--- config.mk ---
export PLATFORM = sky130hd
export DESIGN_NAME = mcam_config_alert
export DESIGN_NICKNAME = d
export VERILOG_FILES = /design/src/inc/mcam_pkg.sv /design/src/design/mcam_alert_gate.sv /design/src/design/mcam_config_alert.sv
export SDC_FILE = /design/constraint.sdc
export NUM_CORES = 1
export LEC_CHECK = 0
export BUFFER_PORTS_ARGS = -buffer_cell sky130_fd_sc_hd__buf_4
export CORE_ASPECT_RATIO = 1.1
export CORE_MARGIN = 4
export CORE_UTILIZATION = 40
export CTS_CLUSTER_DIAMETER = 50
export DETAILED_ROUTE_END_ITERATION = 16
export PLACE_DENSITY = 0.68
export SLEW_MARGIN = 20
export SYNTH_ARGS = -nofsm -noshare
export SYNTH_HDL_FRONTEND = slang
export SYNTH_SLANG_ARGS = --single-unit
export TNS_END_PERCENT = 30
--- constraint.sdc ---
create_clock -name i_sys_clk -period 1.6 [get_ports i_sys_clk]
set_input_delay 0.08 -clock i_sys_clk [delete_from_list [all_inputs] [get_ports i_sys_clk]]
set_output_delay 0.08 -clock i_sys_clk [all_outputs]
set_load 0.005 [all_outputs]
--- src/inc/mcam_pkg.sv ---
package mcam_pkg;

	// register offsets on the internal register port
	localparam logic [7:0] MCAM_ADDR_CONFIG_TWO = 8'h73;
	localparam logic [7:0] MCAM_ADDR_MASK_ONE   = 8'h74;
	localparam logic [7:0] MCAM_ADDR_MASK_TWO   = 8'h75;

	// reset values, unmapped read value and shutdown duty readback value
	localparam logic [7:0] MCAM_RST_CONFIG_TWO = 8'h00;
	localparam logic [7:0] MCAM_RST_MASK_ONE   = 8'h00;
	localparam logic [7:0] MCAM_RST_MASK_TWO   = 8'h00;
	localparam logic [7:0] MCAM_RD_UNMAPPED    = 8'h00;
	localparam logic [7:0] MCAM_DUTY_OFF       = 8'h00;

	// configuration register two fields
	localparam int MCAM_CFG_TWO_WIRE_LSB = 0;
	localparam int MCAM_CFG_AVG_OFF      = 4;
	localparam int MCAM_CFG_ATTENUATOR_BYPASS_BYPASS  = 5;
	localparam int MCAM_CFG_SINGLE_CH    = 6;
	localparam int MCAM_CFG_SHUTDOWN     = 7;

	// mask register one fields
	localparam int MCAM_M1_V25  = 0;
	localparam int MCAM_M1_CORE = 1;
	localparam int MCAM_M1_VCC  = 2;
	localparam int MCAM_M1_V5   = 3;
	localparam int MCAM_M1_R1T  = 4;
	localparam int MCAM_M1_LT   = 5;
	localparam int MCAM_M1_R2T  = 6;
	localparam int MCAM_M1_ALL2 = 7;

	// mask register two fields
	localparam int MCAM_M2_V12  = 0;
	localparam int MCAM_M2_OVT  = 1;
	localparam int MCAM_M2_FIRST_FAN_FAULT_MASK = 2;
	localparam int MCAM_M2_SECOND_FAN_FAULT_MASK = 3;
	localparam int MCAM_M2_THIRD_FAN_FAULT_MASK = 4;
	localparam int MCAM_M2_F4P  = 5;
	localparam int MCAM_M2_D1   = 6;
	localparam int MCAM_M2_D2   = 7;

	// bits of mask two that software may change (thermal pin mask is fixed)
	localparam logic [7:0] MCAM_M2_WR_MASK = 8'hfd;

	// fan and pwm geometry
	localparam int MCAM_NUM_FANS  = 4;
	localparam int MCAM_ALERT_PWM = 1; // pwm pin shared with the alert

	// single-channel conversion channel codes
	typedef enum logic [2:0] {
		MCAM_CH_V25   = 3'b000,
		MCAM_CH_CORE  = 3'b001,
		MCAM_CH_VCC   = 3'b010,
		MCAM_CH_V5    = 3'b011,
		MCAM_CH_V12   = 3'b100,
		MCAM_CH_R1T   = 3'b101,
		MCAM_CH_LOCAL = 3'b110,
		MCAM_CH_R2T   = 3'b111
	} mcam_chan_t;

	// out-of-limit and fault conditions offered to the alert
	typedef struct packed {
		logic v25;
		logic core;
		logic vcc;
		logic v5;
		logic r1t;
		logic lt;
		logic r2t;
		logic v12;
		logic overtemp_pin_mask;
		logic first_fan_fault_mask;
		logic second_fan_fault_mask;
		logic third_fan_fault_mask;
		logic fan4;
		logic thermal_signal_pin_timer;
		logic d1;
		logic d2;
	} mcam_cond_t;

endpackage : mcam_pkg

--- src/design/mcam_alert_gate.sv ---
`timescale 1ns/1ps
module mcam_alert_gate
	import mcam_pkg::*;
(
	input  wire mcam_cond_t  i_cond,          // live conditions
	input  wire logic [7:0]  i_mask_one,      // mask register one
	input  wire logic [7:0]  i_mask_two,      // mask register two
	input  wire logic        i_fourth_is_thermal, // speed input 4 is thermal
	output logic             o_any            // any unmasked condition
);
	logic grp_one;
	logic grp_two;
	logic fourth_evt;

	// fourth bit guards the fan 4 fault or the thermal timer event
	assign fourth_evt = i_fourth_is_thermal ? i_cond.thermal_signal_pin_timer
	                                        : i_cond.fan4;

	// status one group
	assign grp_one = (i_cond.v25  & ~i_mask_one[MCAM_M1_V25])
	               | (i_cond.core & ~i_mask_one[MCAM_M1_CORE])
	               | (i_cond.vcc  & ~i_mask_one[MCAM_M1_VCC])
	               | (i_cond.v5   & ~i_mask_one[MCAM_M1_V5])
	               | (i_cond.r1t  & ~i_mask_one[MCAM_M1_R1T])
	               | (i_cond.lt   & ~i_mask_one[MCAM_M1_LT])
	               | (i_cond.r2t  & ~i_mask_one[MCAM_M1_R2T]);

	// status two group, blocked as a whole by the group mask
	assign grp_two = ~i_mask_one[MCAM_M1_ALL2] & (
	                 (i_cond.v12  & ~i_mask_two[MCAM_M2_V12])
	               | (i_cond.overtemp_pin_mask  & ~i_mask_two[MCAM_M2_OVT])
	               | (i_cond.first_fan_fault_mask & ~i_mask_two[MCAM_M2_FIRST_FAN_FAULT_MASK])
	               | (i_cond.second_fan_fault_mask & ~i_mask_two[MCAM_M2_SECOND_FAN_FAULT_MASK])
	               | (i_cond.third_fan_fault_mask & ~i_mask_two[MCAM_M2_THIRD_FAN_FAULT_MASK])
	               | (fourth_evt  & ~i_mask_two[MCAM_M2_F4P])
	               | (i_cond.d1   & ~i_mask_two[MCAM_M2_D1])
	               | (i_cond.d2   & ~i_mask_two[MCAM_M2_D2]));

	assign o_any = grp_one | grp_two;

endmodule : mcam_alert_gate

--- src/design/mcam_config_alert.sv ---
`timescale 1ns/1ps
// Operation
// - config bits 0-3 pick two-wire fan sensing
// - config bit 4 turns averaging off
// - config bit 5 bypasses input attenuators
// - config bit 6 selects single-channel conversion
// - channel code taken from 0x55 bits 7:5
// - test bit 2 starts conversions from external clock
// - config bit 7 shuts down, pwm at off level
// - duty readback shows 0x00 while shut down
// - lock bit makes config two read-only
// - mask one bits 0-3 block voltage alerts
// - mask one bits 4-6 block temperature alerts
// - mask one bit 7 blocks status two alerts
// - mask two bit 0 blocks 12 V alert
// - mask two bit 1 read-only, thermal pin
// - mask two bits 2-4 block fan 1-3 faults
// - mask two bit 5 fan 4 or timer
// - mask two bits 6-7 block diode faults
// - reset clears config two and both masks
// - alert pin only with config three bit 0
module mcam_config_alert
	import mcam_pkg::*;
(
	input  wire logic        i_sys_clk,           // 40 MHz core clock
	input  wire logic        i_sys_rst,           // synchronous reset, high
	// register port from the smbus engine
	input  wire logic [7:0]  i_reg_addr,          // register pointer
	input  wire logic        i_reg_wr,            // write strobe
	input  wire logic [7:0]  i_reg_wdata,         // write data
	input  wire logic        i_reg_rd,            // read strobe
	output logic      [7:0]  o_reg_rdata,         // read data
	output logic             o_reg_rvalid,        // read data valid pulse
	// settings held elsewhere in the register map
	input  wire logic        i_config_lock,       // config one lock bit
	input  wire logic        i_pwm_polarity_flip, // pwm invert setting
	input  wire logic        i_alert_pin_enable,  // config three bit 0
	input  wire logic [7:0]  i_tach1_min_high,    // register 0x55
	input  wire logic        i_ext_single_channel_mode_enable,   // test two bit 2
	input  wire logic        i_fourth_is_thermal, // speed input 4 thermal
	// conversion and fan datapath
	input  wire logic        i_ext_single_channel_mode_clk,      // external start clock
	input  wire logic        i_single_channel_mode_done,         // adc finished one
	input  wire logic [3:0]  i_pwm_raw,           // pwm from fan control
	input  wire logic [31:0] i_duty_raw,          // duty per fan, 8 bits
	input  wire mcam_cond_t  i_cond,              // live conditions
	output logic [3:0]       o_fan_two_wire_sel,  // two-wire sensing
	output logic             o_averaging_disable, // averaging off
	output logic             o_attenuator_bypass, // attenuators bypassed
	output logic             o_single_channel_mode, // single channel
	output logic             o_shutdown_select,   // device shut down
	output logic [2:0]       o_single_channel_mode_channel,      // selected channel
	output logic             o_single_channel_mode_start,        // start conversion pulse
	output logic [31:0]      o_duty_readback,     // duty as software sees
	output logic [3:0]       o_pwm,               // pwm pin levels
	output logic             o_pwm_alert_oe_n,    // shared pin enable, low
	output logic             o_alert_active       // alert asserted
);

	// all state of the block
	typedef struct packed {
		logic [7:0]                       cfg2;
		logic [7:0]                       mask1;
		logic [7:0]                       mask2;
		logic [7:0]                       rdata;
		logic                             rvalid;
		logic [MCAM_NUM_FANS-1:0][7:0]    duty_rb;
		logic [MCAM_NUM_FANS-1:0]         pwm;
		logic                             pwm_oe_n;
		logic                             alert;
		logic                             ext_clk_q;
		logic                             single_channel_mode_start;
		mcam_chan_t                       chan;
	} mcam_state_t;

	mcam_state_t st;
	mcam_state_t next_st;

	logic                          alert_any;
	logic                          shut;
	logic                          single;
	logic                          ext_rise;
	logic [MCAM_NUM_FANS-1:0][7:0] duty_in;
	logic [MCAM_NUM_FANS-1:0]      pwm_drive;

	// condition gating against the two mask registers
	mcam_alert_gate u_gate (
		.i_cond              (i_cond),
		.i_mask_one          (st.mask1),
		.i_mask_two          (st.mask2),
		.i_fourth_is_thermal (i_fourth_is_thermal),
		.o_any               (alert_any)
	);

	// decoded mode bits
	assign shut   = st.cfg2[MCAM_CFG_SHUTDOWN];
	assign single = st.cfg2[MCAM_CFG_SINGLE_CH];
	assign duty_in = i_duty_raw;

	// rising edge of the external start clock, input is synchronous
	assign ext_rise = i_ext_single_channel_mode_clk & ~st.ext_clk_q;

	// per-fan pwm level, polarity setting while shut down
	genvar g;
	generate
		for (g = 0; g < MCAM_NUM_FANS; g++) begin : g_fan
			assign pwm_drive[g] = shut ? i_pwm_polarity_flip
			                           : i_pwm_raw[g];
		end
	endgenerate

	// next-state logic
	always_comb begin
		next_st = st;

		// register writes
		if (i_reg_wr) begin
			case (i_reg_addr)
				MCAM_ADDR_CONFIG_TWO: begin
					if (!i_config_lock) begin
						next_st.cfg2 = i_reg_wdata;
					end
				end
				MCAM_ADDR_MASK_ONE: begin
					next_st.mask1 = i_reg_wdata;
				end
				MCAM_ADDR_MASK_TWO: begin
					// thermal pin mask keeps its value
					next_st.mask2 = (i_reg_wdata & MCAM_M2_WR_MASK)
					              | (st.mask2 & ~MCAM_M2_WR_MASK);
				end
				default: begin
					next_st.mask2 = st.mask2; // other offsets not ours
				end
			endcase
		end

		// register reads, answered one cycle after the strobe
		next_st.rvalid = i_reg_rd;
		if (i_reg_rd) begin
			case (i_reg_addr)
				MCAM_ADDR_CONFIG_TWO: next_st.rdata = st.cfg2;
				MCAM_ADDR_MASK_ONE:   next_st.rdata = st.mask1;
				MCAM_ADDR_MASK_TWO:   next_st.rdata = st.mask2;
				default:              next_st.rdata = MCAM_RD_UNMAPPED;
			endcase
		end

		// duty readback forced to zero while shut down
		for (int i = 0; i < MCAM_NUM_FANS; i++) begin
			next_st.duty_rb[i] = shut ? MCAM_DUTY_OFF : duty_in[i];
		end

		// channel for single-channel conversions
		next_st.chan = mcam_chan_t'(i_tach1_min_high[7:5]);

		// conversion start in single-channel mode
		next_st.ext_clk_q  = i_ext_single_channel_mode_clk;
		next_st.single_channel_mode_start = 1'b0;
		if (single && !shut) begin
			if (i_ext_single_channel_mode_enable) begin
				next_st.single_channel_mode_start = ext_rise;
			end else begin
				next_st.single_channel_mode_start = i_single_channel_mode_done;
			end
		end

		// alert only on an unmasked condition and an enabled pin
		next_st.alert = alert_any & i_alert_pin_enable;

		// pwm pins; shared pin becomes open-drain alert when enabled
		next_st.pwm      = pwm_drive;
		next_st.pwm_oe_n = 1'b0;
		if (i_alert_pin_enable) begin
			next_st.pwm[MCAM_ALERT_PWM] = 1'b0;
			next_st.pwm_oe_n            = ~next_st.alert; // pull low
		end
	end

	// state register
	always_ff @(posedge i_sys_clk) begin
		if (i_sys_rst) begin
			st            <= '0;
			st.cfg2       <= MCAM_RST_CONFIG_TWO;
			st.mask1      <= MCAM_RST_MASK_ONE;
			st.mask2      <= MCAM_RST_MASK_TWO;
			st.rdata      <= MCAM_RD_UNMAPPED;
			st.chan       <= MCAM_CH_V25;
		end else begin
			st <= next_st;
		end
	end

	// outputs straight from the state register
	assign o_reg_rdata           = st.rdata;
	assign o_reg_rvalid          = st.rvalid;
	assign o_fan_two_wire_sel    = st.cfg2[MCAM_CFG_TWO_WIRE_LSB +: 4];
	assign o_averaging_disable   = st.cfg2[MCAM_CFG_AVG_OFF];
	assign o_attenuator_bypass   = st.cfg2[MCAM_CFG_ATTENUATOR_BYPASS_BYPASS];
	assign o_single_channel_mode = st.cfg2[MCAM_CFG_SINGLE_CH];
	assign o_shutdown_select     = st.cfg2[MCAM_CFG_SHUTDOWN];
	assign o_single_channel_mode_channel        = st.chan;
	assign o_single_channel_mode_start          = st.single_channel_mode_start;
	assign o_duty_readback       = st.duty_rb;
	assign o_pwm                 = st.pwm;
	assign o_pwm_alert_oe_n      = st.pwm_oe_n;
	assign o_alert_active        = st.alert;

endmodule : mcam_config_alert

[Yosys cells after proc, flatten, opt, wreduce, memory -nomap -nowiden]
Index checks and enable logic that the tools add are counted.
Storage, ports and cells
  bits in read-only memories: 0
  latch bits: 0
  output and inout port bits: 59
  bits of input ports: 87
  memories: 0
  flip-flop bits (word level): 76
  bits in writable memories: 0
  word-level logic and storage cells: 89
Cells by class
  divide/modulo/power cells: 0
  equality and inequality tests: 3
  order comparisons: 0
  mux-type cells: 7
  shift operators: 0
  bitwise logic cells: 54
  reduce and logical (&&, ||, !) cells: 9
  $add $sub $neg: 0
  multipliers: 0
Operator list (number)
  8-bit by 7-bit == test with 1-bit output, second input constant: 3
  8-bit case mux with 3 select lines: 1
  1-bit NOT: 21
  1-bit AND: 18
  1-bit OR: 14
  8-bit by 2-bit OR with 8-bit output: 1
  2-bit OR reduction: 4
  1-bit two-way mux: 6
  2-bit AND reduction: 2
  3-bit AND reduction: 1
  1-bit logical AND: 1
  1-bit logical NOT: 1

[Depth between registers and ports, before layout]
  depth after elaboration: 13
  mapped depth: 6
  depth with buffers taken out: 4

[Modules after synthesis]
A second synthesis with hierarchy kept.
Unflattened totals
  cells, all modules: 325
  area total of the unflattened synthesis: 3269.4 µm²
By module, submodules not included
  mcam_config_alert: seq. area each 1501.4 µm², cells each 301, instances 1, area each 3134.3 µm²
  mcam_alert_gate: seq. area each 0.0 µm², cells each 24, instances 1, area each 135.1 µm²

[Worst setup path after synthesis]
Ideal clock, no wire load.
  kind: input -> register
  start point: input port i_reg_addr[2]
  end point: register st, in the netlist o_reg_rdata[1]
  path buffers: 2
  path slack: 0.274 ns
  stages: 6
  arrival: 1.241 ns
  data required time: 1.515 ns
  setup time: 0.085 ns
  cells stage by stage: and2b_1 buf_6 a21oi_2 or4b_4 buf_6 o31ai_2
Between the ends
  cells in the longest elaborated chain, start to end: 2
  elaborated cells on any way between the ends: 4
  those cells by class: eq/ne: 3; mux: 1
RTL lines
  start, declared: line mcam_config_alert.sv:28  | input wire logic [7:0] i_reg_addr,
  8-bit by 7-bit == test with 1-bit output: line mcam_config_alert.sv:141  | case (i_reg_addr)
  8-bit case mux with 3 select lines (*): line mcam_config_alert.sv:141
  end signal, assigned: line mcam_config_alert.sv:190  | st <= next_st;
  end, declared: line mcam_config_alert.sv:76  | mcam_state_t st;
Every way passes the cells marked *; elsewhere a longest branch is shown, timed or not.
A chain may end at the register's enable or synchronous reset.

[Worst setup path after layout]
  start point: register st, in the netlist o_shutdown_select
  end point: register st, in the netlist o_pwm[1]
Between the ends
  cells in the longest elaborated chain, start to end: 1
RTL lines
  1-bit two-way mux: line mcam_config_alert.sv:107  | assign pwm_drive[g] = shut ? i_pwm_polarity_flip
Every way passes these cells.

==> key figures <==
Status
  – Status: completed

Logic synthesis
  – Synthesized area: 3123 um^2
  – Number of synthesized register bits: 75
  – Syn_area_per_cell: 10.24 um^2
  – Register area share after synthesis: 48.08%
  – Syn nets: 392
  – Post-Synthesis Cells: 305
  – Post-synth cell types: 38
  – Yosys warns: 0

Cells and area
  – # nets final: 536
  – # diodes: 0
  – Syn-to-layout area delta: 48.40%
  – Layout cell share with drive strength beyond 1: 39.29%
  – Final Util: 61.67%
  – Commonest non-fill, non-tap cells in the layout: buf_4, dfxtp_1, dlygate4sd3_1
  – Post-route insts no fill: 558
  – Leading cell type in the layout, fill and taps excluded: buf_4

Global routing
  – GRT overflow: 0
  – Vias in the first global route: 2614
  – Pin count of the biggest net entering global routing: 34
  – First-pass GRT wire length: 12540 um
  – GRT Total Usage: 17.33%
  – Initial antenna violation count: 0

Routing
  – Vias: 2536
  – Post-route antenna net violation count: 0
  – Via-to-Cell Ratio: 4.545
  – # DRC: 0
  – 1st-iter DRT viols: 128
  – Drt first pass iters: 4
  – DR WL/cell: 14.60 um
  – Detailed Route WL: 8148 um

Floorplan
  – I/O pin total: 146
  – Row count: 33
  – Die area: 9286 um^2
  – Die Wd: 92.25 um
  – Die H: 100.7 um
  – Core area: 7515 um^2
  – Initial Util: 41.56%

CTS
  – Sink Count: 75
  – TritonCTS buffer count: 9
  – Clock latency on the worst-skew pair: 0.34 ns
  – CTS Root Buffer Type: clkbuf_8
  – Worst-path clk slew: 0.08 ns
  – CTS tree: done
  – Clock tree buffer depth: 2
  – H-tree levels: 3

STA
  – Minimum clock period: 1.473 ns
  – Part of the cycle the worst path needs: 92.07%
  – Worst-margin pin slew: 0.5178 ns
  – Setup TNS: 0 ns
  – Max transition margin: 65.04%
  – Clock skew after layout: 0.006941 ns
  – Slew Viols, Final: 0
  – Fmax achieved: 678.9 MHz
  – Finish-stage setup viols: 0
  – Unrepaired setup endpoints after global routing: no
  – Count of final hold-check violations: 0

Pwr
  – PwrDens: 860.1 nW/um^2
  – P_leak: 2.067 nW
  – Worst IR Drop VDD: 0.5917 mV
  – Total power: 3.986 mW

Worst setup path
  – Worst EP arrival: 1.77 ns
  – Crit path from: o_shutdown_select$_SDFFE_PP0P_
  – Setup Crit Path Kind: reg -> reg
  – Crit path max fanout: 9
  – Crit end category: flop
  – Worst reg2reg startpoint: o_shutdown_select$_SDFFE_PP0P_
  – Required time worst endpoint: 1.89 ns
  – Critical Path Source Type: flop
  – CP cell instances: nand2_1, a211oi_1, dlygate4sd3_1
  – Slowest cell on crit path: dlygate4sd3_1
  – Crit path largest cell delay: 0.57 ns
  – Critical path's top delay family: buffers and inverters
  – CP Buf/Inv Count: 1

Min path
  – Hold Crit Class: in -> reg
  – Min-delay src: i_sys_rst

Place
  – GP Congestion: 0.7383
  – DPL Wire Length: 5695 um
  – Placed insts: 493
  – PortBufs: 140

Flow run
  – Max-cap violations: 0
## power breakdown
part           leakage [nW]  internal, mW  switching (mW)
Combinational          1.35         0.319           0.166
Clock                 0.106         0.874           0.690
Sequential            0.616          1.92          0.0145
Total                  2.07          3.12           0.871
## layer usage
layer	wire length (um)	vias to the layer above	global-route usage, %
met5	0	-	0
met2	4215	82	30.67
met3	530	12	5.676
met4	146	0	6.171
li1	-	1263	-
met1	3256	1179	19.52
## cells in the mapped netlist
cell,count,area (um^2)
nand4b_1,2,17.52
nor3b_2,1,12.51
nand2_1,9,33.78
buf_1,1,3.750
nor2b_1,10,62.56
a32oi_1,1,8.760
buf_6,2,22.52
a211oi_2,7,87.58
nand3_1,1,5.000
nand2b_1,7,43.79
a2111oi_0,2,17.52
and2b_1,1,7.510
or4b_4,1,13.76
a22o_1,7,61.31
o31ai_2,1,12.51
a21oi_2,1,8.760
o311ai_0,1,8.760
a211oi_1,1,7.510
mux2i_1,24,240.2
a222oi_1,8,80.08
buf_2,4,20.02
buf_4,51,382.9
nor4b_1,1,8.760
inv_2,1,3.750
nor2_1,25,93.84
o21ai_0,1,5.000
o21ba_1,1,10.01
a41oi_1,1,8.760
dfxtp_1,75,1501
nor4_4,1,21.27
inv_1,8,30.03
and2_1,32,200.2
and4b_1,1,10.01
a21oi_1,3,15.01
and3_1,1,6.260
nor3_1,1,5.000
clkbuf_1,8,30.03
nand3b_1,2,15.01
## flip-flops by register name (all words and copies together) (netlist names)
signal,flops
o_single_channel_mode,1
o_single_channel_mode_start,1
o_reg_rdata,8
o_alert_active,1
o_pwm_alert_oe_n,1
st,16
o_pwm,4
o_duty_readback,32
o_single_channel_mode_channel,3
o_fan_two_wire_sel,4
o_shutdown_select,1
o_attenuator_bypass,1
o_reg_rvalid,1
o_averaging_disable,1
## worst reg2reg max path, cell delays in order, from the launching register on
cell and delay [ns]:
dfxtp_1 0.47, nand2_1 0.17, a211oi_1 0.22, dlygate4sd3_1 0.57
## final timing paths
kind / end / slack [ns] / depth (start not counted)
worst max register to register: o_pwm[1]$_SDFF_PP0_ / 0.13 / 3
worst max-delay path: o_pwm[1]$_SDFF_PP0_ / 0.13 / 3
worst min register to register: o_reg_rdata[1]$_SDFFE_PP0P_ / 0.51 / 2
worst min-delay path: o_reg_rdata[4]$_SDFFE_PP0P_ / 0.03 / 2
## repair_timing
| item | 4_1_cts | 5_1_grt |
|---|---|---|
| resized for setup | 0 | 0 |
| hold endpoints to repair | 60 | 0 |
| setup endpoints to repair | 0 | 0 |
| buffers inserted | 0 | 0 |
| hold buffers | 50 | 0 |
## per-stage QoR
stage                     instance area [um^2]  hold slack (ns)  setup slack [ns]
final                                     4634          0.02944            0.1269
after global routing                      4634          0.02844           0.05196
after CTS                                 4634         0.001403            0.1461
after detailed placement                  3920           0.2793            0.1641
after global placement                    3920           0.2741            0.1775
after floorplan                           3123           0.1585            0.2743
## final cells by class
class                           count  area (um^2)
Clock inverter                      6        90.09
Sequential cell                    75         1501
Tap cell                          105        131.4
Clock buffer                        9        123.9
Fill cell                         631         2880
Multi-Input combinational cell    155         1135
Timing Repair Buffer              199         1619
Inverter                            9        33.78
## cells by family after synthesis
logic type | share of synthesized area, %
and+or+nand+nor | 17.83
DFF | 48.08
buffers and inverters | 15.79
AOI/OAI and AO/OA | 10.62
muxes | 7.692
Power figures use the tool's default switching activity.
